**src/design/smbus_monitor_regs.svh**
```systemverilog
// register offsets, field positions, reset values and timing counts of the voltage monitor
`ifndef SMBUS_MONITOR_REGS_SVH
`define SMBUS_MONITOR_REGS_SVH
// ==================================================
// bus addresses
`define OWN_ADDR        7'h2e
`define ALERT_RESP_ADDR 7'h0c
// ==================================================
// register offsets
`define OFS_CHIP_READ   8'h21
`define OFS_OWN_READ    8'h22
`define OFS_CONFIG_ONE  8'h40
`define OFS_STATUS      8'h41
`define OFS_CHIP_LOW    8'h46
`define OFS_CHIP_HIGH   8'h47
`define OFS_CHAN_SEL    8'h55
`define OFS_CONFIG_TWO  8'h73
`define OFS_EXT_ONE     8'h76
`define OFS_EXT_TWO     8'h77
// ==================================================
// field positions
`define BIT_LOCK        1
`define BIT_TIMEOUT_DIS 6
`define BIT_AVG_OFF     4
`define BIT_ATTEN_BYP   5
`define BIT_SINGLE      6
`define BIT_STAT_LOW    0
`define BIT_STAT_HIGH   1
`define EXT_CHIP_LSB    0
`define EXT_OWN_LSB     2
`define CHAN_SEL_LSB    5
// ==================================================
// reset values and channel codes
`define RST_READING     8'h00
`define RST_CHIP_LOW    8'h00
`define RST_CHIP_HIGH   8'hff
`define RST_CONFIG      8'h00
`define CHAN_CHIP       3'h1
`define CHAN_OWN        3'h2
// ==================================================
// timing
`define CLK_PERIOD_NS   40
`define CONV_TIME_NS    711000
`define CONV_CYCLES     ((`CONV_TIME_NS + `CLK_PERIOD_NS - 1) / `CLK_PERIOD_NS)
`define TIMEOUT_NS      35000000
`define TIMEOUT_CYCLES  (`TIMEOUT_NS / `CLK_PERIOD_NS)
`endif

```
**src/design/smbus_monitor_pkg.sv**
```systemverilog
// types shared by the voltage monitor modules
`default_nettype none
package smbus_monitor_pkg;
   typedef enum logic [2:0] {
      ST_IDLE, ST_RX_BITS, ST_RX_END, ST_ACK_SLOT, ST_TX_BITS, ST_TX_ACK, ST_WAIT_STOP
   } link_state_type;
   typedef enum logic [1:0] {BYTE_ADDR, BYTE_CMD, BYTE_DATA} byte_kind_type;
endpackage
`default_nettype wire

```
**src/design/meas_if.sv**
```systemverilog
// measurement settings and results between register file and sequencer
`default_nettype none
interface meas_if;
   logic       avgOff;
   logic       singleMode;
   logic [2:0] singleChan;
   logic       resultValid;
   logic [2:0] resultChan;
   logic [9:0] resultCode;
   modport seq  (input avgOff, singleMode, singleChan,
                 output resultValid, resultChan, resultCode);
   modport regs (output avgOff, singleMode, singleChan,
                 input resultValid, resultChan, resultCode);
endinterface
`default_nettype wire

```
**src/design/smbus_line_watch.sv**
```systemverilog
// bus line event detector and bus silence timeout
`include "smbus_monitor_regs.svh"
`default_nettype none
module smbus_line_watch #(
   parameter logic [19:0] TIMEOUT_CYCLES = 20'(`TIMEOUT_CYCLES)
) (
   // clock and reset
   input  wire logic clk,
   input  wire logic rst,
   // bus lines
   input  wire logic sclIn,
   input  wire logic sdaIn,
   // transaction state
   input  wire logic busy,
   input  wire logic timeoutEnable,
   // line events
   output logic      sclRise,
   output logic      sclFall,
   output logic      startSeen,
   output logic      stopSeen,
   output logic      timeoutSeen
);
   logic        sclPrev_reg;
   logic        sdaPrev_reg;
   logic [19:0] idle_reg;
   logic [19:0] idle_next;

   // ==================================================
   // silence counter, only while a transaction is open
   always_comb begin
      idle_next = 20'h00000;
      if (busy && sclIn == sclPrev_reg && sdaIn == sdaPrev_reg) begin
         idle_next = (idle_reg == TIMEOUT_CYCLES) ? idle_reg : idle_reg + 20'h00001;
      end
   end

   always_ff @(posedge clk or posedge rst) begin
      if (rst) begin
         sclPrev_reg <= 1'b1;
         sdaPrev_reg <= 1'b1;
         idle_reg    <= 20'h00000;
      end else begin
         sclPrev_reg <= sclIn;
         sdaPrev_reg <= sdaIn;
         idle_reg    <= idle_next;
      end
   end

   assign sclRise     = sclIn & ~sclPrev_reg;
   assign sclFall     = ~sclIn & sclPrev_reg;
   assign startSeen   = sclIn & sclPrev_reg & sdaPrev_reg & ~sdaIn;
   assign stopSeen    = sclIn & sclPrev_reg & ~sdaPrev_reg & sdaIn;
   assign timeoutSeen = timeoutEnable & busy & (idle_reg == TIMEOUT_CYCLES);
endmodule
`default_nettype wire

```
**src/design/adc_sequencer.sv**
```systemverilog
// conversion slot timer, channel scan and sixteen sample averaging
`include "smbus_monitor_regs.svh"
`default_nettype none
module adc_sequencer #(
   parameter logic [14:0] CONV_CYCLES = 15'(`CONV_CYCLES)
) (
   // clock and reset
   input  wire logic       clk,
   input  wire logic       rst,
   // settings and results
   meas_if.seq             meas,
   // converter
   output logic            adcStart,
   output logic [2:0]      adcChannel,
   input  wire logic [9:0] adcData
);
   logic [14:0] slot_reg,  slot_next;
   logic [3:0]  count_reg, count_next;
   logic [13:0] acc_reg,   acc_next;
   logic [2:0]  chan_reg,  chan_next;
   logic        valid_reg, valid_next;
   logic [2:0]  rchan_reg, rchan_next;
   logic [9:0]  code_reg,  code_next;
   logic [13:0] sum;

   // ==================================================
   // one conversion per slot; data is taken in the slot's last cycle
   always_comb begin
      sum        = acc_reg + {4'h0, adcData};
      slot_next  = slot_reg + 15'h0001;
      count_next = count_reg;
      acc_next   = acc_reg;
      chan_next  = chan_reg;
      valid_next = 1'b0;
      rchan_next = rchan_reg;
      code_next  = code_reg;
      if (slot_reg == CONV_CYCLES - 15'h0001) begin
         slot_next = 15'h0000;
         if (meas.avgOff || count_reg == 4'hf) begin
            valid_next = 1'b1;
            rchan_next = chan_reg;
            code_next  = meas.avgOff ? adcData : sum[13:4];
            acc_next   = 14'h0000;
            count_next = 4'h0;
            // single mode repeats the chosen input, else chipset and own supply alternate
            if (meas.singleMode) begin
               chan_next = meas.singleChan;
            end else begin
               chan_next = (chan_reg == `CHAN_CHIP) ? `CHAN_OWN : `CHAN_CHIP;
            end
         end else begin
            acc_next   = sum;
            count_next = count_reg + 4'h1;
         end
      end
   end

   always_ff @(posedge clk or posedge rst) begin
      if (rst) begin
         slot_reg  <= 15'h0000;
         count_reg <= 4'h0;
         acc_reg   <= 14'h0000;
         chan_reg  <= `CHAN_CHIP;
         valid_reg <= 1'b0;
         rchan_reg <= `CHAN_CHIP;
         code_reg  <= 10'h000;
      end else begin
         slot_reg  <= slot_next;
         count_reg <= count_next;
         acc_reg   <= acc_next;
         chan_reg  <= chan_next;
         valid_reg <= valid_next;
         rchan_reg <= rchan_next;
         code_reg  <= code_next;
      end
   end

   assign adcStart         = (slot_reg == 15'h0000);
   assign adcChannel       = chan_reg;
   assign meas.resultValid = valid_reg;
   assign meas.resultChan  = rchan_reg;
   assign meas.resultCode  = code_reg;
endmodule
`default_nettype wire

```
**src/design/smbus_voltage_monitor_control.sv**
```systemverilog
// voltage monitor top: bus slave protocol, register file and limit checks
`include "smbus_monitor_regs.svh"
`default_nettype none
module smbus_voltage_monitor_control #(
   parameter logic [19:0] TIMEOUT_CYCLES = 20'(`TIMEOUT_CYCLES),
   parameter logic [14:0] CONV_CYCLES    = 15'(`CONV_CYCLES)
) (
   // clock and reset
   input  wire logic       clk,
   input  wire logic       rst,
   // serial bus, open drain
   input  wire logic       sclIn,
   input  wire logic       sdaIn,
   output logic            sdaOut,
   output logic            sdaOe,
   // alert line, open drain
   output logic            alertOut,
   output logic            alertOe,
   // converter
   output logic            adcStart,
   output logic [2:0]      adcChannel,
   output logic            adcAttenBypass,
   input  wire logic [9:0] adcData
);
   // ==================================================
   // protocol state
   smbus_monitor_pkg::link_state_type state_reg, state_next;
   smbus_monitor_pkg::byte_kind_type  kind_reg,  kind_next;
   logic [2:0] cnt_reg,   cnt_next;
   logic [7:0] shift_reg, shift_next;
   logic [7:0] ptr_reg,   ptr_next;
   logic       drive_reg, drive_next;
   logic       read_reg,  read_next;
   logic       ara_reg,   ara_next;
   logic       wrEn;
   logic       rdEn;

   // ==================================================
   // register file state
   logic [7:0] cfgOne_reg,   cfgOne_next;
   logic [7:0] cfgTwo_reg,   cfgTwo_next;
   logic [7:0] chanSel_reg,  chanSel_next;
   logic [7:0] lowLim_reg,   lowLim_next;
   logic [7:0] highLim_reg,  highLim_next;
   logic [7:0] chipRead_reg, chipRead_next;
   logic [7:0] ownRead_reg,  ownRead_next;
   logic [7:0] extOne_reg,   extOne_next;
   logic [7:0] status_reg,   status_next;
   logic       freezeChip_reg, freezeChip_next;
   logic       freezeOwn_reg,  freezeOwn_next;
   logic [7:0] rdData;
   logic       alertActive;

   // ==================================================
   // line events
   logic sclRise;
   logic sclFall;
   logic startSeen;
   logic stopSeen;
   logic timeoutSeen;

   smbus_line_watch #(.TIMEOUT_CYCLES(TIMEOUT_CYCLES)) lineWatch (
      .clk           (clk),
      .rst           (rst),
      .sclIn         (sclIn),
      .sdaIn         (sdaIn),
      .busy          (state_reg != smbus_monitor_pkg::ST_IDLE),
      .timeoutEnable (~cfgOne_reg[`BIT_TIMEOUT_DIS]),
      .sclRise       (sclRise),
      .sclFall       (sclFall),
      .startSeen     (startSeen),
      .stopSeen      (stopSeen),
      .timeoutSeen   (timeoutSeen)
   );

   // ==================================================
   // measurement sequencer
   meas_if meas ();

   adc_sequencer #(.CONV_CYCLES(CONV_CYCLES)) sequencer (
      .clk        (clk),
      .rst        (rst),
      .meas       (meas.seq),
      .adcStart   (adcStart),
      .adcChannel (adcChannel),
      .adcData    (adcData)
   );

   assign meas.avgOff     = cfgTwo_reg[`BIT_AVG_OFF];
   assign meas.singleMode = cfgTwo_reg[`BIT_SINGLE];
   assign meas.singleChan = chanSel_reg[`CHAN_SEL_LSB +: 3];
   // the attenuator switch only concerns the chipset input
   assign adcAttenBypass  = cfgTwo_reg[`BIT_ATTEN_BYP] && adcChannel == `CHAN_CHIP;

   // ==================================================
   // read data selected by the pointer
   always_comb begin
      case (ptr_reg)
         `OFS_CHIP_READ:  rdData = chipRead_reg;
         `OFS_OWN_READ:   rdData = ownRead_reg;
         `OFS_CONFIG_ONE: rdData = cfgOne_reg;
         `OFS_STATUS:     rdData = status_reg;
         `OFS_CHIP_LOW:   rdData = lowLim_reg;
         `OFS_CHIP_HIGH:  rdData = highLim_reg;
         `OFS_CHAN_SEL:   rdData = chanSel_reg;
         `OFS_CONFIG_TWO: rdData = cfgTwo_reg;
         `OFS_EXT_ONE:    rdData = extOne_reg;
         default:         rdData = 8'h00;
      endcase
   end

   // ==================================================
   // byte level protocol
   always_comb begin
      state_next = state_reg;
      kind_next  = kind_reg;
      cnt_next   = cnt_reg;
      shift_next = shift_reg;
      ptr_next   = ptr_reg;
      drive_next = drive_reg;
      read_next  = read_reg;
      ara_next   = ara_reg;
      wrEn       = 1'b0;
      rdEn       = 1'b0;
      if (timeoutSeen || stopSeen) begin
         state_next = smbus_monitor_pkg::ST_IDLE;
         drive_next = 1'b0;
      end else if (startSeen) begin
         // a repeated start opens a new address phase from any point
         state_next = smbus_monitor_pkg::ST_RX_BITS;
         kind_next  = smbus_monitor_pkg::BYTE_ADDR;
         cnt_next   = 3'h0;
         drive_next = 1'b0;
      end else begin
         unique case (state_reg)
            smbus_monitor_pkg::ST_IDLE, smbus_monitor_pkg::ST_WAIT_STOP: begin
            end
            smbus_monitor_pkg::ST_RX_BITS: begin
               if (sclRise) begin
                  shift_next = {shift_reg[6:0], sdaIn};
                  cnt_next   = cnt_reg + 3'h1;
                  if (cnt_reg == 3'h7) begin
                     state_next = smbus_monitor_pkg::ST_RX_END;
                  end
               end
            end
            smbus_monitor_pkg::ST_RX_END: begin
               if (sclFall) begin
                  state_next = smbus_monitor_pkg::ST_ACK_SLOT;
                  drive_next = 1'b1;
                  unique case (kind_reg)
                     smbus_monitor_pkg::BYTE_ADDR: begin
                        read_next = shift_reg[0];
                        ara_next  = 1'b0;
                        if (shift_reg[7:1] == `OWN_ADDR) begin
                           ara_next = 1'b0;
                        end else if (shift_reg[7:1] == `ALERT_RESP_ADDR && shift_reg[0]
                                     && alertActive) begin
                           ara_next = 1'b1;
                        end else begin
                           drive_next = 1'b0;
                           state_next = smbus_monitor_pkg::ST_WAIT_STOP;
                        end
                     end
                     smbus_monitor_pkg::BYTE_CMD: begin
                        ptr_next = shift_reg;
                     end
                     smbus_monitor_pkg::BYTE_DATA: begin
                        wrEn = 1'b1;
                     end
                  endcase
               end
            end
            smbus_monitor_pkg::ST_ACK_SLOT: begin
               if (sclFall) begin
                  cnt_next   = 3'h0;
                  drive_next = 1'b0;
                  state_next = smbus_monitor_pkg::ST_RX_BITS;
                  if (kind_reg == smbus_monitor_pkg::BYTE_ADDR && read_reg) begin
                     // read side effects happen when the byte is loaded for sending
                     shift_next = ara_reg ? {`OWN_ADDR, 1'b0} : rdData;
                     rdEn       = ~ara_reg;
                     drive_next = ~shift_next[7];
                     state_next = smbus_monitor_pkg::ST_TX_BITS;
                  end else if (kind_reg == smbus_monitor_pkg::BYTE_ADDR) begin
                     kind_next = smbus_monitor_pkg::BYTE_CMD;
                  end else if (kind_reg == smbus_monitor_pkg::BYTE_CMD) begin
                     kind_next = smbus_monitor_pkg::BYTE_DATA;
                  end else begin
                     state_next = smbus_monitor_pkg::ST_WAIT_STOP;
                  end
               end
            end
            smbus_monitor_pkg::ST_TX_BITS: begin
               if (sclRise) begin
                  cnt_next = cnt_reg + 3'h1;
                  // released a one but the line reads low: another sender wins
                  if (!drive_reg && !sdaIn) begin
                     state_next = smbus_monitor_pkg::ST_WAIT_STOP;
                  end
               end else if (sclFall) begin
                  if (cnt_reg == 3'h0) begin
                     drive_next = 1'b0;
                     state_next = smbus_monitor_pkg::ST_TX_ACK;
                  end else begin
                     shift_next = {shift_reg[6:0], 1'b0};
                     drive_next = ~shift_reg[6];
                  end
               end
            end
            smbus_monitor_pkg::ST_TX_ACK: begin
               // only one byte is offered; the master's nack or ack ends it
               if (sclRise) begin
                  state_next = smbus_monitor_pkg::ST_WAIT_STOP;
               end
            end
         endcase
      end
   end

   always_ff @(posedge clk or posedge rst) begin
      if (rst) begin
         state_reg <= smbus_monitor_pkg::ST_IDLE;
         kind_reg  <= smbus_monitor_pkg::BYTE_ADDR;
         cnt_reg   <= 3'h0;
         shift_reg <= 8'h00;
         ptr_reg   <= 8'h00;
         drive_reg <= 1'b0;
         read_reg  <= 1'b0;
         ara_reg   <= 1'b0;
      end else begin
         state_reg <= state_next;
         kind_reg  <= kind_next;
         cnt_reg   <= cnt_next;
         shift_reg <= shift_next;
         ptr_reg   <= ptr_next;
         drive_reg <= drive_next;
         read_reg  <= read_next;
         ara_reg   <= ara_next;
      end
   end

   // ==================================================
   // register file, limit checks and freezing
   always_comb begin
      cfgOne_next     = cfgOne_reg;
      cfgTwo_next     = cfgTwo_reg;
      chanSel_next    = chanSel_reg;
      lowLim_next     = lowLim_reg;
      highLim_next    = highLim_reg;
      chipRead_next   = chipRead_reg;
      ownRead_next    = ownRead_reg;
      extOne_next     = extOne_reg;
      status_next     = status_reg;
      freezeChip_next = freezeChip_reg;
      freezeOwn_next  = freezeOwn_reg;
      // locked writes were acknowledged on the bus but change nothing
      if (wrEn && !cfgOne_reg[`BIT_LOCK]) begin
         case (ptr_reg)
            `OFS_CONFIG_ONE: cfgOne_next  = shift_reg;
            `OFS_CONFIG_TWO: cfgTwo_next  = shift_reg;
            `OFS_CHAN_SEL:   chanSel_next = shift_reg;
            `OFS_CHIP_LOW:   lowLim_next  = shift_reg;
            `OFS_CHIP_HIGH:  highLim_next = shift_reg;
            default: begin
            end
         endcase
      end
      cfgOne_next[`BIT_LOCK] = cfgOne_next[`BIT_LOCK] | cfgOne_reg[`BIT_LOCK];
      if (rdEn) begin
         case (ptr_reg)
            `OFS_STATUS:    status_next = 8'h00;
            `OFS_EXT_ONE: begin
               freezeChip_next = 1'b1;
               freezeOwn_next  = 1'b1;
            end
            `OFS_CHIP_READ: freezeChip_next = 1'b0;
            `OFS_OWN_READ:  freezeOwn_next  = 1'b0;
            default: begin
            end
         endcase
      end
      // a result landing with a status read still sets its bit
      if (meas.resultValid && meas.resultChan == `CHAN_CHIP) begin
         if (meas.resultCode[9:2] < lowLim_reg) begin
            status_next[`BIT_STAT_LOW] = 1'b1;
         end
         if (meas.resultCode[9:2] > highLim_reg) begin
            status_next[`BIT_STAT_HIGH] = 1'b1;
         end
         if (!freezeChip_reg) begin
            chipRead_next                   = meas.resultCode[9:2];
            extOne_next[`EXT_CHIP_LSB +: 2] = meas.resultCode[1:0];
         end
      end
      if (meas.resultValid && meas.resultChan == `CHAN_OWN && !freezeOwn_reg) begin
         ownRead_next                   = meas.resultCode[9:2];
         extOne_next[`EXT_OWN_LSB +: 2] = meas.resultCode[1:0];
      end
   end

   always_ff @(posedge clk or posedge rst) begin
      if (rst) begin
         cfgOne_reg     <= `RST_CONFIG;
         cfgTwo_reg     <= `RST_CONFIG;
         chanSel_reg    <= `RST_CONFIG;
         lowLim_reg     <= `RST_CHIP_LOW;
         highLim_reg    <= `RST_CHIP_HIGH;
         chipRead_reg   <= `RST_READING;
         ownRead_reg    <= `RST_READING;
         extOne_reg     <= `RST_READING;
         status_reg     <= 8'h00;
         freezeChip_reg <= 1'b0;
         freezeOwn_reg  <= 1'b0;
      end else begin
         cfgOne_reg     <= cfgOne_next;
         cfgTwo_reg     <= cfgTwo_next;
         chanSel_reg    <= chanSel_next;
         lowLim_reg     <= lowLim_next;
         highLim_reg    <= highLim_next;
         chipRead_reg   <= chipRead_next;
         ownRead_reg    <= ownRead_next;
         extOne_reg     <= extOne_next;
         status_reg     <= status_next;
         freezeChip_reg <= freezeChip_next;
         freezeOwn_reg  <= freezeOwn_next;
      end
   end

   // ==================================================
   // open drain outputs
   assign alertActive = |status_reg;
   assign alertOut    = 1'b0;
   assign alertOe     = alertActive;
   assign sdaOut      = 1'b0;
   assign sdaOe       = drive_reg;
endmodule
`default_nettype wire

```
**config.mk**
```make
export PLATFORM = sky130hd
export DESIGN_NAME = smbus_voltage_monitor_control
export DESIGN_NICKNAME = d
export VERILOG_FILES = /design/src/design/smbus_monitor_pkg.sv /design/src/design/meas_if.sv /design/src/design/smbus_line_watch.sv /design/src/design/adc_sequencer.sv /design/src/design/smbus_voltage_monitor_control.sv
export VERILOG_INCLUDE_DIRS = /design/src /design/src/design
export SDC_FILE = /design/constraint.sdc
export NUM_CORES = 1
export LEC_CHECK = 0
export BUFFER_PORTS_ARGS = -buffer_cell sky130_fd_sc_hd__buf_2
export CAP_MARGIN = 10
export CORE_ASPECT_RATIO = 0.6
export CORE_MARGIN = 2
export CORE_UTILIZATION = 45
export DETAILED_ROUTE_END_ITERATION = 16
export GPL_TIMING_DRIVEN = 0
export HOLD_SLACK_MARGIN = 0.15
export SYNTH_ARGS = -nofsm -noshare
export SYNTH_HDL_FRONTEND = slang
export SYNTH_SLANG_ARGS = --single-unit
```
**constraint.sdc**
```tcl
create_clock -name clk -period 17.85 [get_ports clk]
set_clock_uncertainty 0.2 [all_clocks]
set_input_delay 3.57 -clock clk [delete_from_list [all_inputs] [get_ports clk]]
set_output_delay 3.57 -clock clk [all_outputs]
set_load 0.01 [all_outputs]
```
# Word-level counts from Yosys, hierarchy flattened
# Cells that the tools add are included.
# classes
n_mux,79
bitwise,21
addsub,5
n_eq_ne,47
order_cmp,2
reduce_logical,48
# ops
op,count
8-bit one-hot mux with 9 select lines,1
3-bit 2-to-1 mux,21
"8-bit by 7-bit == test with 1-bit output, second input constant",7
8-bit 2-to-1 mux,7
20-bit 2-to-1 mux,2
1-bit 2-to-1 mux,26
2-bit 2-to-1 mux,12
8-bit one-hot mux with 3 select lines,1
"20-bit by 1-bit adder with 20-bit output, second input constant",1
"20-bit == test, second input constant",1
"4-bit by 2-bit inequality test with 1-bit output, second input constant",5
5-bit AND reduction,4
2-bit AND reduction,9
9-bit AND reduction,2
"8-bit by 6-bit == test with 1-bit output, second input constant",2
"15-bit by 1-bit adder with 15-bit output, second input constant",1
"15-bit == test, second input constant",1
15-bit logical NOT,1
15-bit 2-to-1 mux,1
3-bit one-hot mux with 5 select lines,1
14-bit by 10-bit adder with 14-bit output,1
14-bit 2-to-1 mux,1
3-bit nonzero test,4
1-bit logical AND,11
other kinds (38),79
# totals
wordCells,233
inputBits,14
register_bits,163

# Logic depth before layout (Yosys ltp)
# Gate-level depths: netlist of run 1.
# logic_depth
word_depth,10
mapped_depth,11
ltp_nobuf,9

# By module
# A second synthesis of run 1 with hierarchy kept.
# hier_totals
hier_cells,905
hier_area_um2,9202.6
# by_module_without_submodules
mod,cells_each,area_per_inst_um2,n_inst
smbus_voltage_monitor_control,483,5172.5,1
adc_sequencer,296,2817.7,1
smbus_line_watch,126,1212.4,1

# Worst setup path after synthesis of run 1
# Ideal clock, no wire load.
# synth_timing
path_kind,input -> register
start,in adcData[0]
end,reg sequencer.code_reg[8] (netlist: sequencer.meas.resultCode[8])
path_slack_ns,11.924
n_path_buf,0
t_arrival_ns,5.588
cell_stages,9
setup_time_ns,0.137
cell_sequence,ha_1 -> fa_1 -> a211oi_1 -> o21ai_0 -> a2111oi_0 -> nor2_1 -> nand3_1 -> mux2i_1 -> o211ai_1
# synth_via
elab_chain_cells,2
# synth_rtl
item,line,text
"start, declared",smbus_voltage_monitor_control.sv:23,input wire logic [9:0] adcData
14-bit by 10-bit adder with 14-bit output,adc_sequencer.sv:29,"sum = acc_reg + {4'h0, adcData};"
10-bit 2-to-1 mux,adc_sequencer.sv:42,code_next = meas.avgOff ? adcData : sum[13:4];
"end signal, assigned",adc_sequencer.sv:74,code_reg <= code_next;
"end, declared",adc_sequencer.sv:23,"logic [9:0] code_reg, code_next;"
# Every way passes these cells.
# A chain may end at the register's enable or synchronous reset.

# Worst setup path after layout of run 1
# layout_timing
start,in sclIn
end,reg chanSel_reg[0]
# layout_via
elab_chain_cells,8
word_cells_on_any_way,14
cone_classes,mux (4); bitwise (7); reduce/logical (3)
# layout_rtl
item,line,text
"start, declared",smbus_voltage_monitor_control.sv:12,"input wire logic sclIn,"
1-bit NOT,smbus_line_watch.sv:50,assign sclFall = ~sclIn & sclPrev_reg;
1-bit AND,smbus_line_watch.sv:50,
1-bit 2-to-1 mux,smbus_voltage_monitor_control.sv:148,if (sclFall) begin
1-bit 2-to-1 mux,smbus_voltage_monitor_control.sv:135,unique case (state_reg)
1-bit 2-to-1 mux,smbus_voltage_monitor_control.sv:128,end else if (startSeen) begin
1-bit 2-to-1 mux (*),smbus_voltage_monitor_control.sv:125,if (timeoutSeen || stopSeen) begin
1-bit logical AND (*),smbus_voltage_monitor_control.sv:258,if (wrEn && !cfgOne_reg[`BIT_LOCK]) begin
2-bit AND reduction (no line) (*),-,
"end signal, assigned",smbus_voltage_monitor_control.sv:306,chanSel_reg <= `RST_CONFIG;
"end signal, assigned",smbus_voltage_monitor_control.sv:318,chanSel_reg <= chanSel_next;
"end, declared",smbus_voltage_monitor_control.sv:42,"logic [7:0] chanSel_reg, chanSel_next;"
# Every way passes the cells marked *; elsewhere a longest branch is shown, timed or not.

==> impl_metrics.csv, run 1 <==
group,metric,value,unit
grt,grt-ovfl-total,0,
worst_setup_path,crit_path_start_kind,"input port",
floorplan,die_h,113,µm
pwr,cellPowerDensity,78.1,nW/µm²
worst_setup_path,critical_path_arrival,6.23,ns
pwr,pwr-share-seq,48.5,%
grt,grt_antenna_before_repair,0,
worst_setup_path,worstRegToRegCells,10,
logic_synthesis,synth.avg_cell_area,9.97,µm²
logic_synthesis,synthArstFlopShare,100,%
clock_tree,clock-sinks,163,
worst_setup_path,path_buf_inv,4,
drt,viasPerCell,5.69,
logic_synthesis,netlist-cell-type-count,70,
clock_tree,clk_pin_slew_worst_paths,0.06,ns
clock_tree,cts_hold_buffers,0,
drt,drc,0,
pwr,pwr-share-clk,45.9,%
clock_tree,cts_resized,0,
grt,grt_pass1_vias,6330,
logic_synthesis,synth.ff_latch_count,163,
logic_synthesis,synth_warnings,0,
worst_setup_path,reg2reg_slack,14.37,ns
clock_tree,clk_latency,0.43,ns
placement,place_area,9470,µm²
final_layout,final_common_cell,"dfrtp_1",
final_layout,final_cell_mix,"151 x dfrtp_1, 90 x nand2_1, 83 x nor2_1",
clock_tree,cts_root_buf,"clkbuf_16",
drt,num_vias,6953,
placement,gp_congestion,0.927,
run,max_cap_viol_count,0,
min_path,hold_class,"reg2reg",
timing,drv_slew,0,
final_layout,seq_area,4090,µm²
grt,grt_first_pass_wirelength,36800,µm
final_layout,multiInputGateArea,4560,µm²
logic_synthesis,ys_seq_area_share,45.6,%
clock_tree,cts_made_buffers,17,
pwr,p_int,595,µW
floorplan,fp.dieW,186,µm
grt,groute.usage.overall,22.5,%
clock_tree,h-tree-depth,4,
final_layout,antenna_cells,0,
worst_setup_path,setup.worst_path.end,"chanSel_reg[0]",
worst_setup_path,slowest_delay,0.84,ns
pwr,power.switching,188,µW
timing,hold_viol,0,
worst_setup_path,rr_endpoint,"chanSel_reg[0]",
drt,ant_nets,0,
logic_synthesis,synthFlopType,"dfrtp_1",
final_layout,drive_gt1_share,17.7,%
floorplan,rows,39,
clock_tree,post_cts.repair.setup_buffers,0,
placement,dp.cells,1190,
timing,relSlewSlack,30.2,%
timing,fin_setup_tns,0,ns
worst_setup_path,path_common_cell,"inv_1",
final_layout,fin_area,10000,µm²
pwr,combPwrFrac,5.6,%
final_layout,stdcell_count,1223,
logic_synthesis,syn_area,8980,µm²
drt,wl_per_cell,18.5,µm
worst_setup_path,cp_top_family,"simple AND/OR/NAND/NOR gates",
grt,grt_start_max_net_pins,86,
logic_synthesis,synth_edf_count,0,
floorplan,die_area,21100,µm²
pwr,p_sw_share,24.0,%
clock_tree,cts_tree,"done",
floorplan,core-area,19300,µm²
worst_setup_path,crit_start,"sclIn",
worst_setup_path,cp.depth,9,
worst_setup_path,required,17.97,ns
floorplan,ios,23,
drt,dr.pass1.iters,5,
final_layout,largest_reg_flops,20,
worst_setup_path,r2r-start,"lineWatch.idle_reg[0]",
pwr,irDropWorstVdd,0.0651,mV
pwr,cellLeakagePower,4.34,nW
timing,fin_hold_ws,0.283,ns
timing,post-route-period-util,34.2,%
timing,fmax,164,MHz
worst_setup_path,worstSetupPathType,"in2reg",
final_layout,nFillCells,1741,
outcome,status,"finished, final reports clean",
worst_setup_path,cp_max_fo,8,
worst_setup_path,slowest_stage,"nor3b_2",
clock_tree,cts_buffer_depth,2,
drt,drt_iter0_markers,688,
timing,final.min_clock_period,6.11,ns
floorplan,start_util,46.6,%
logic_synthesis,postSynthCellCount,901,
timing,rsz0062_at_grt,"no",
placement,dpl.hpwl,16800,µm
final_layout,finalNetCount,997,
timing,tightest_slew,1.02,ns
worst_setup_path,endpoint_kind,"flip-flop",
worst_setup_path,path_cells,"buf_2, inv_1, ha_1, inv_1, nor2_1, or4b_1, buf_4, nor3b_2, mux2_2",
drt,routed_wl,22600,µm
timing,setup_violations,0,
placement,io_buffers,20,
final_layout,synthToLayoutAreaGrowth,11.7,%
pwr,power,783,µW
==> per-layer routing <==
layer  vias to the layer above  global-route usage [%]  share of wire (%)
met5                         -                       0                  0
met4                         0                    5.49               0.83
met3                        12                    5.23                7.1
met1                      3406                    39.3                 58
li1                       3322                       -                  -
met2                       213                    25.8                 34
==> tightest hold or removal path: stages, from the launching register on <==
cell     delay, ns
dfrtp_1       0.34
nand2_1       0.05
o21ai_0       0.06
==> cells by family after synthesis <==
| logic type | Yosys count | share of synthesized area, % |
|---|---|---|
| AND/OR/NAND/NOR | 312 | 17.4 |
| AO/OA/AOI/OAI | 181 | 13.2 |
| flip-flops | 163 | 45.6 |
| multiplexers | 84 | 10.5 |
| buffers and inverters | 80 | 3.75 |
| XOR/XNOR | 41 | 4.00 |
| adder cells (fa/ha/maj) | 39 | 5.51 |
| other | 1 | 0.0417 |
==> cell usage after synthesis, drive strengths merged, types with 5 or more instances <==
cell / count / area [µm²]
nor2b: 12 / 75.1
nor3: 15 / 90.1
o31ai: 11 / 96.3
dfrtp: 151 / 3780
ha: 38 / 475
nor2: 84 / 318
mux2: 76 / 860
or2: 6 / 37.5
nor3b: 11 / 87.6
xor2: 23 / 201
nand3: 31 / 155
and2: 6 / 37.5
o22ai: 5 / 31.3
and3: 6 / 37.5
nor4: 7 / 58.8
a31oi: 10 / 62.6
a22oi: 14 / 105
clkbuf: 28 / 105
a21oi: 40 / 200
a221oi: 6 / 52.6
buf: 12 / 81.3
o21ai: 45 / 225
a32oi: 6 / 52.6
nand4: 13 / 87.6
inv: 40 / 150
o21a: 5 / 37.5
mux2i: 8 / 80.1
xnor2: 18 / 158
nand2: 90 / 338
dfstp: 12 / 315
o211ai: 7 / 52.6
a211oi: 7 / 52.6
nand2b: 8 / 50.1
==> worst min-delay path by stage <==
stage,to,depth (start not counted),startpoint,slack (ns)
after detailed placement,sequencer.acc_reg[0],2,sequencer.acc_reg[0],0.27
final,sequencer.acc_reg[6],2,sequencer.acc_reg[6],0.28
after global routing,sequencer.acc_reg[0],2,sequencer.acc_reg[0],0.30
after global placement,sequencer.acc_reg[0],2,sequencer.acc_reg[0],0.27
after CTS,sequencer.acc_reg[0],2,sequencer.acc_reg[0],0.29
after floorplan,sequencer.acc_reg[0],2,sequencer.acc_reg[0],0.24
==> cell type report <==
cell class / instances / share of cell area [%]
inverter: 40 / 1.57
sequential: 163 / 40.8
tap: 266 / 3.32
multi-input combinational: 659 / 45.5
clock buffer: 21 / 4.49
timing repair buffer: 23 / 1.37
buffer: 40 / 1.86
clock inverter: 11 / 1.13
==> per-stage QoR <==
stage / util, % / setup slack, ns
floorplan: - / 9.69
global placement: 48.9 / 7.64
detailed placement: 49.1 / 11.38
CTS: 52.0 / 11.83
global route: 52.1 / 11.64
finish: 52.1 / 11.74
==> power by group through the flow <==
| stage | logic (mW) | clock network, mW | registers [mW] |
|---|---|---|---|
| 2_1_floorplan | 0.0301 | 0 | 0.383 |
| 3_3_place_gp | 0.0430 | 0 | 0.386 |
| 3_5_place_dp | 0.0441 | 0 | 0.386 |
| 4_1_cts | 0.0442 | 0.366 | 0.379 |
| 5_1_grt | 0.0507 | 0.381 | 0.380 |
| 6_report | 0.0442 | 0.359 | 0.380 |
No activity file was read; power rests on OpenSTA's default activity.
==> run 2, diff against run 1 <==
--- a/config.mk
+++ b/config.mk
@@ -6,6 +6,7 @@
 export SDC_FILE = /design/constraint.sdc
 export NUM_CORES = 1
 export LEC_CHECK = 0
+export ABC_AREA = 1
 export BUFFER_PORTS_ARGS = -buffer_cell sky130_fd_sc_hd__buf_2
 export CAP_MARGIN = 10
 export CORE_ASPECT_RATIO = 0.6
==> constraint.sdc (replaced) <==
create_clock -name clk -period 5.8 [get_ports clk]
set_clock_uncertainty 0.2 [all_clocks]
set_input_delay 1.16 -clock clk [delete_from_list [all_inputs] [get_ports clk]]
set_output_delay 1.16 -clock clk [all_outputs]
set_load 0.01 [all_outputs]
==> run 2 against run 1 <==
- critical path depth decreased by 6
- combinational power rose to 19 times the previous value
- cell area is 3.8% higher
- utilization shrank 0.43 points
- register-to-register slack lost 11 ns
- critical path type is now reg2out
==> impl_metrics.csv, run 2 <==
group,metric,value,unit
outcome,status,"finished, final reports clean",
drt,viasPerCell,5.28,
worst_setup_path,reg2reg_slack,3.23,ns
worst_setup_path,crit_path_start_kind,"flip-flop",
timing,drv_slew,0,
logic_synthesis,synth.avg_cell_area,7.56,µm²
timing,post-route-period-util,50.9,%
pwr,p_sw_share,36.1,%
final_layout,largest_reg_flops,20,
timing,hold_viol,0,
timing,setup_violations,0,
logic_synthesis,synthFlopType,"dfrtp_1",
final_layout,antenna_cells,0,
worst_setup_path,required,4.44,ns
floorplan,die_h,116,µm
worst_setup_path,critical_path_arrival,1.59,ns
logic_synthesis,ys_seq_area_share,43.8,%
placement,gp_congestion,0.913,
logic_synthesis,netlist-cell-type-count,49,
worst_setup_path,cp.depth,3,
worst_setup_path,slowest_stage,"dfrtp_1",
pwr,pwr-share-clk,35.1,%
clock_tree,cts_made_buffers,17,
final_layout,seq_area,4090,µm²
pwr,cellLeakagePower,5.19,nW
logic_synthesis,synth_top_area_cell,"dfrtp_1",
final_layout,multiInputGateArea,4480,µm²
min_path,timing.hold.worst_endpoint,"highLim_reg[5]",
pwr,combPwrFrac,25.4,%
floorplan,start_util,46.3,%
final_layout,fin_area,10400,µm²
timing,rsz0062_at_grt,"no",
grt,grt_start_max_net_pins,105,
grt,grt_first_pass_wirelength,40800,µm
floorplan,rows,40,
worst_setup_path,worstSetupPathType,"reg2out",
logic_synthesis,netlist_top_cells_area,"dfrtp_1 40%, nand2_1 13%, inv_1 6.2%",
clock_tree,clk_latency,0.44,ns
worst_setup_path,endpoint_kind,"primary output",
grt,grt_antenna_before_repair,1,
drt,dr.pass1.iters,6,
clock_tree,cts_resized,0,
clock_tree,clock-sinks,163,
timing,final.min_clock_period,2.95,ns
timing,fmax,339,MHz
timing,tightest_slew,0.765,ns
pwr,cellPowerDensity,317,nW/µm²
final_layout,final_common_cell,"nand2_1",
pwr,power.switching,1.19,mW
drt,drc,0,
final_layout,finalNetCount,1330,
clock_tree,cts_root_buf,"clkbuf_16",
grt,grt-ovfl-total,0,
floorplan,ios,23,
clock_tree,h-tree-depth,4,
min_path,hold_class,"reg2reg",
worst_setup_path,cp_top_family,"simple AND/OR/NAND/NOR gates",
floorplan,die_area,22000,µm²
logic_synthesis,synth.ff_latch_count,163,
grt,groute.usage.overall,24.5,%
drt,drt_iter0_markers,926,
placement,place_area,9830,µm²
drt,ant_nets,0,
logic_synthesis,synth.most_common_cell,"nand2_1",
drt,wl_per_cell,16.3,µm
clock_tree,cts_tree,"done",
logic_synthesis,netlist.area_leader.share,40.4,%
drt,num_vias,8250,
drt,routed_wl,25400,µm
timing,fin_setup_tns,0,ns
placement,dpl.hpwl,19500,µm
timing,relSlewSlack,48.8,%
logic_synthesis,yosys-top-cells-count,"319 x nand2_1, 155 x inv_1, 151 x dfrtp_1",
pwr,irDropWorstVdd,0.212,mV
pwr,p_int,2.11,mW
logic_synthesis,postSynthCellCount,1236,
final_layout,final_cell_mix,"319 x nand2_1, 154 x inv_1, 151 x dfrtp_1",
worst_setup_path,worstRegToRegCells,8,
placement,io_buffers,20,
final_layout,fin_util,51.6,%
logic_synthesis,synthArstFlopShare,100,%
clock_tree,cts_buffer_depth,2,
worst_setup_path,path_buf_inv,1,
logic_synthesis,synth_edf_count,0,
timing,fin_ws,2.85,ns
clock_tree,post_cts.repair.setup_buffers,0,
worst_setup_path,path_cells,"or2_2, nor4_1, buf_2",
run,max_cap_viol_count,0,
floorplan,core-area,20200,µm²
pwr,pwr-share-seq,39.4,%
final_layout,synthToLayoutAreaGrowth,11.5,%
logic_synthesis,syn_area,9350,µm²
worst_setup_path,cp_max_fo,4,
worst_setup_path,r2r-start,"state_reg[2]",
timing,fin_hold_ws,0.283,ns
clock_tree,clk_pin_slew_worst_paths,0.07,ns
min_path,worstHoldStart,"highLim_reg[5]",
clock_tree,cts_hold_buffers,0,
placement,post-place-ws,2.55,ns
grt,grt_pass1_vias,7255,
worst_setup_path,slowest_delay,0.41,ns
final_layout,drive_gt1_share,8.91,%
floorplan,fp.dieW,190,µm
logic_synthesis,synth_warnings,0,
min_path,holdPathStages,2,
final_layout,nFillCells,1957,
worst_setup_path,rr_endpoint,"cnt_reg[1]",
## run 2: changes by cell type in the layout (fill, tap and decap cells not counted), sizes merged, moves of 15 or more
cell	before	now
a21oi	40	55
xnor2	18	2
clkbuf	49	28
nor2	84	132
inv	41	165
nand2	90	327
nand3	31	103
o21ai	45	129
mux2	76	0
## run 2: cell families after synthesis
kind of cell | share of synthesized area, %
AND/OR/NAND/NOR | 29.4
AO/OA/AOI/OAI | 11.9
buffers and inverters | 8.26
flip-flops | 43.8
adder cells (fa/ha/maj) | 5.30
XOR/XNOR | 1.03
multiplexers | 0.214
other | 0.0401
## run 2: power groups by stage
stage | combinational [mW] | clock (mW) | sequential (mW)
after global routing | 0.950 | 1.23 | 1.31
after global placement | 0.813 | 0 | 1.32
after detailed placement | 0.826 | 0 | 1.32
final | 0.840 | 1.16 | 1.30
after floorplan | 0.589 | 0 | 1.30
after CTS | 0.828 | 1.18 | 1.30
## run 2: area by class of cell
type / instances / share of cell area [%]
Sequential cell: 163 / 39.3
Timing Repair Buffer: 21 / 1.23
Buffer: 25 / 1.56
Inverter: 162 / 5.92
Clock inverter: 13 / 1.42
Clock buffer: 19 / 4.25
Tap cell: 273 / 3.28
Multi-Input combinational cell: 887 / 43.0
## run 2: stage by stage
stage | std cells | total power, mW
detailed placement | 1531 | 2.15
CTS | 1563 | 3.31
floorplan | 1237 | 1.89
global route | 1563 | 3.49
finish | 1563 | 3.30
global placement | 1530 | 2.13
## run 2: worst max-delay path by stage
stage / end / startpoint
floorplan: ara_reg / rst
detailed placement: sequencer.meas.resultCode[4] / adcData[0]
global placement: lineWatch.idle_reg[8] / rst
CTS: adcStart / sequencer.slot_reg[5]
global route: cnt_reg[1] / sclIn
finish: adcStart / sequencer.slot_reg[5]
## run 2: worst min-delay path, cell delays in order (launching register included)
cell	delay (ns)
dfstp_2	0.37
nand2_1	0.05
o21ai_1	0.06
## run 2: per-layer routing
metal | up-vias | track usage [%] | wire, µm
met3 | 13 | 6.51 | 2000
li1 | 4129 | - | -
met1 | 3870 | 42.9 | 14800
met4 | 0 | 4.81 | 176
met2 | 238 | 27.8 | 8460
met5 | - | 0 | 0
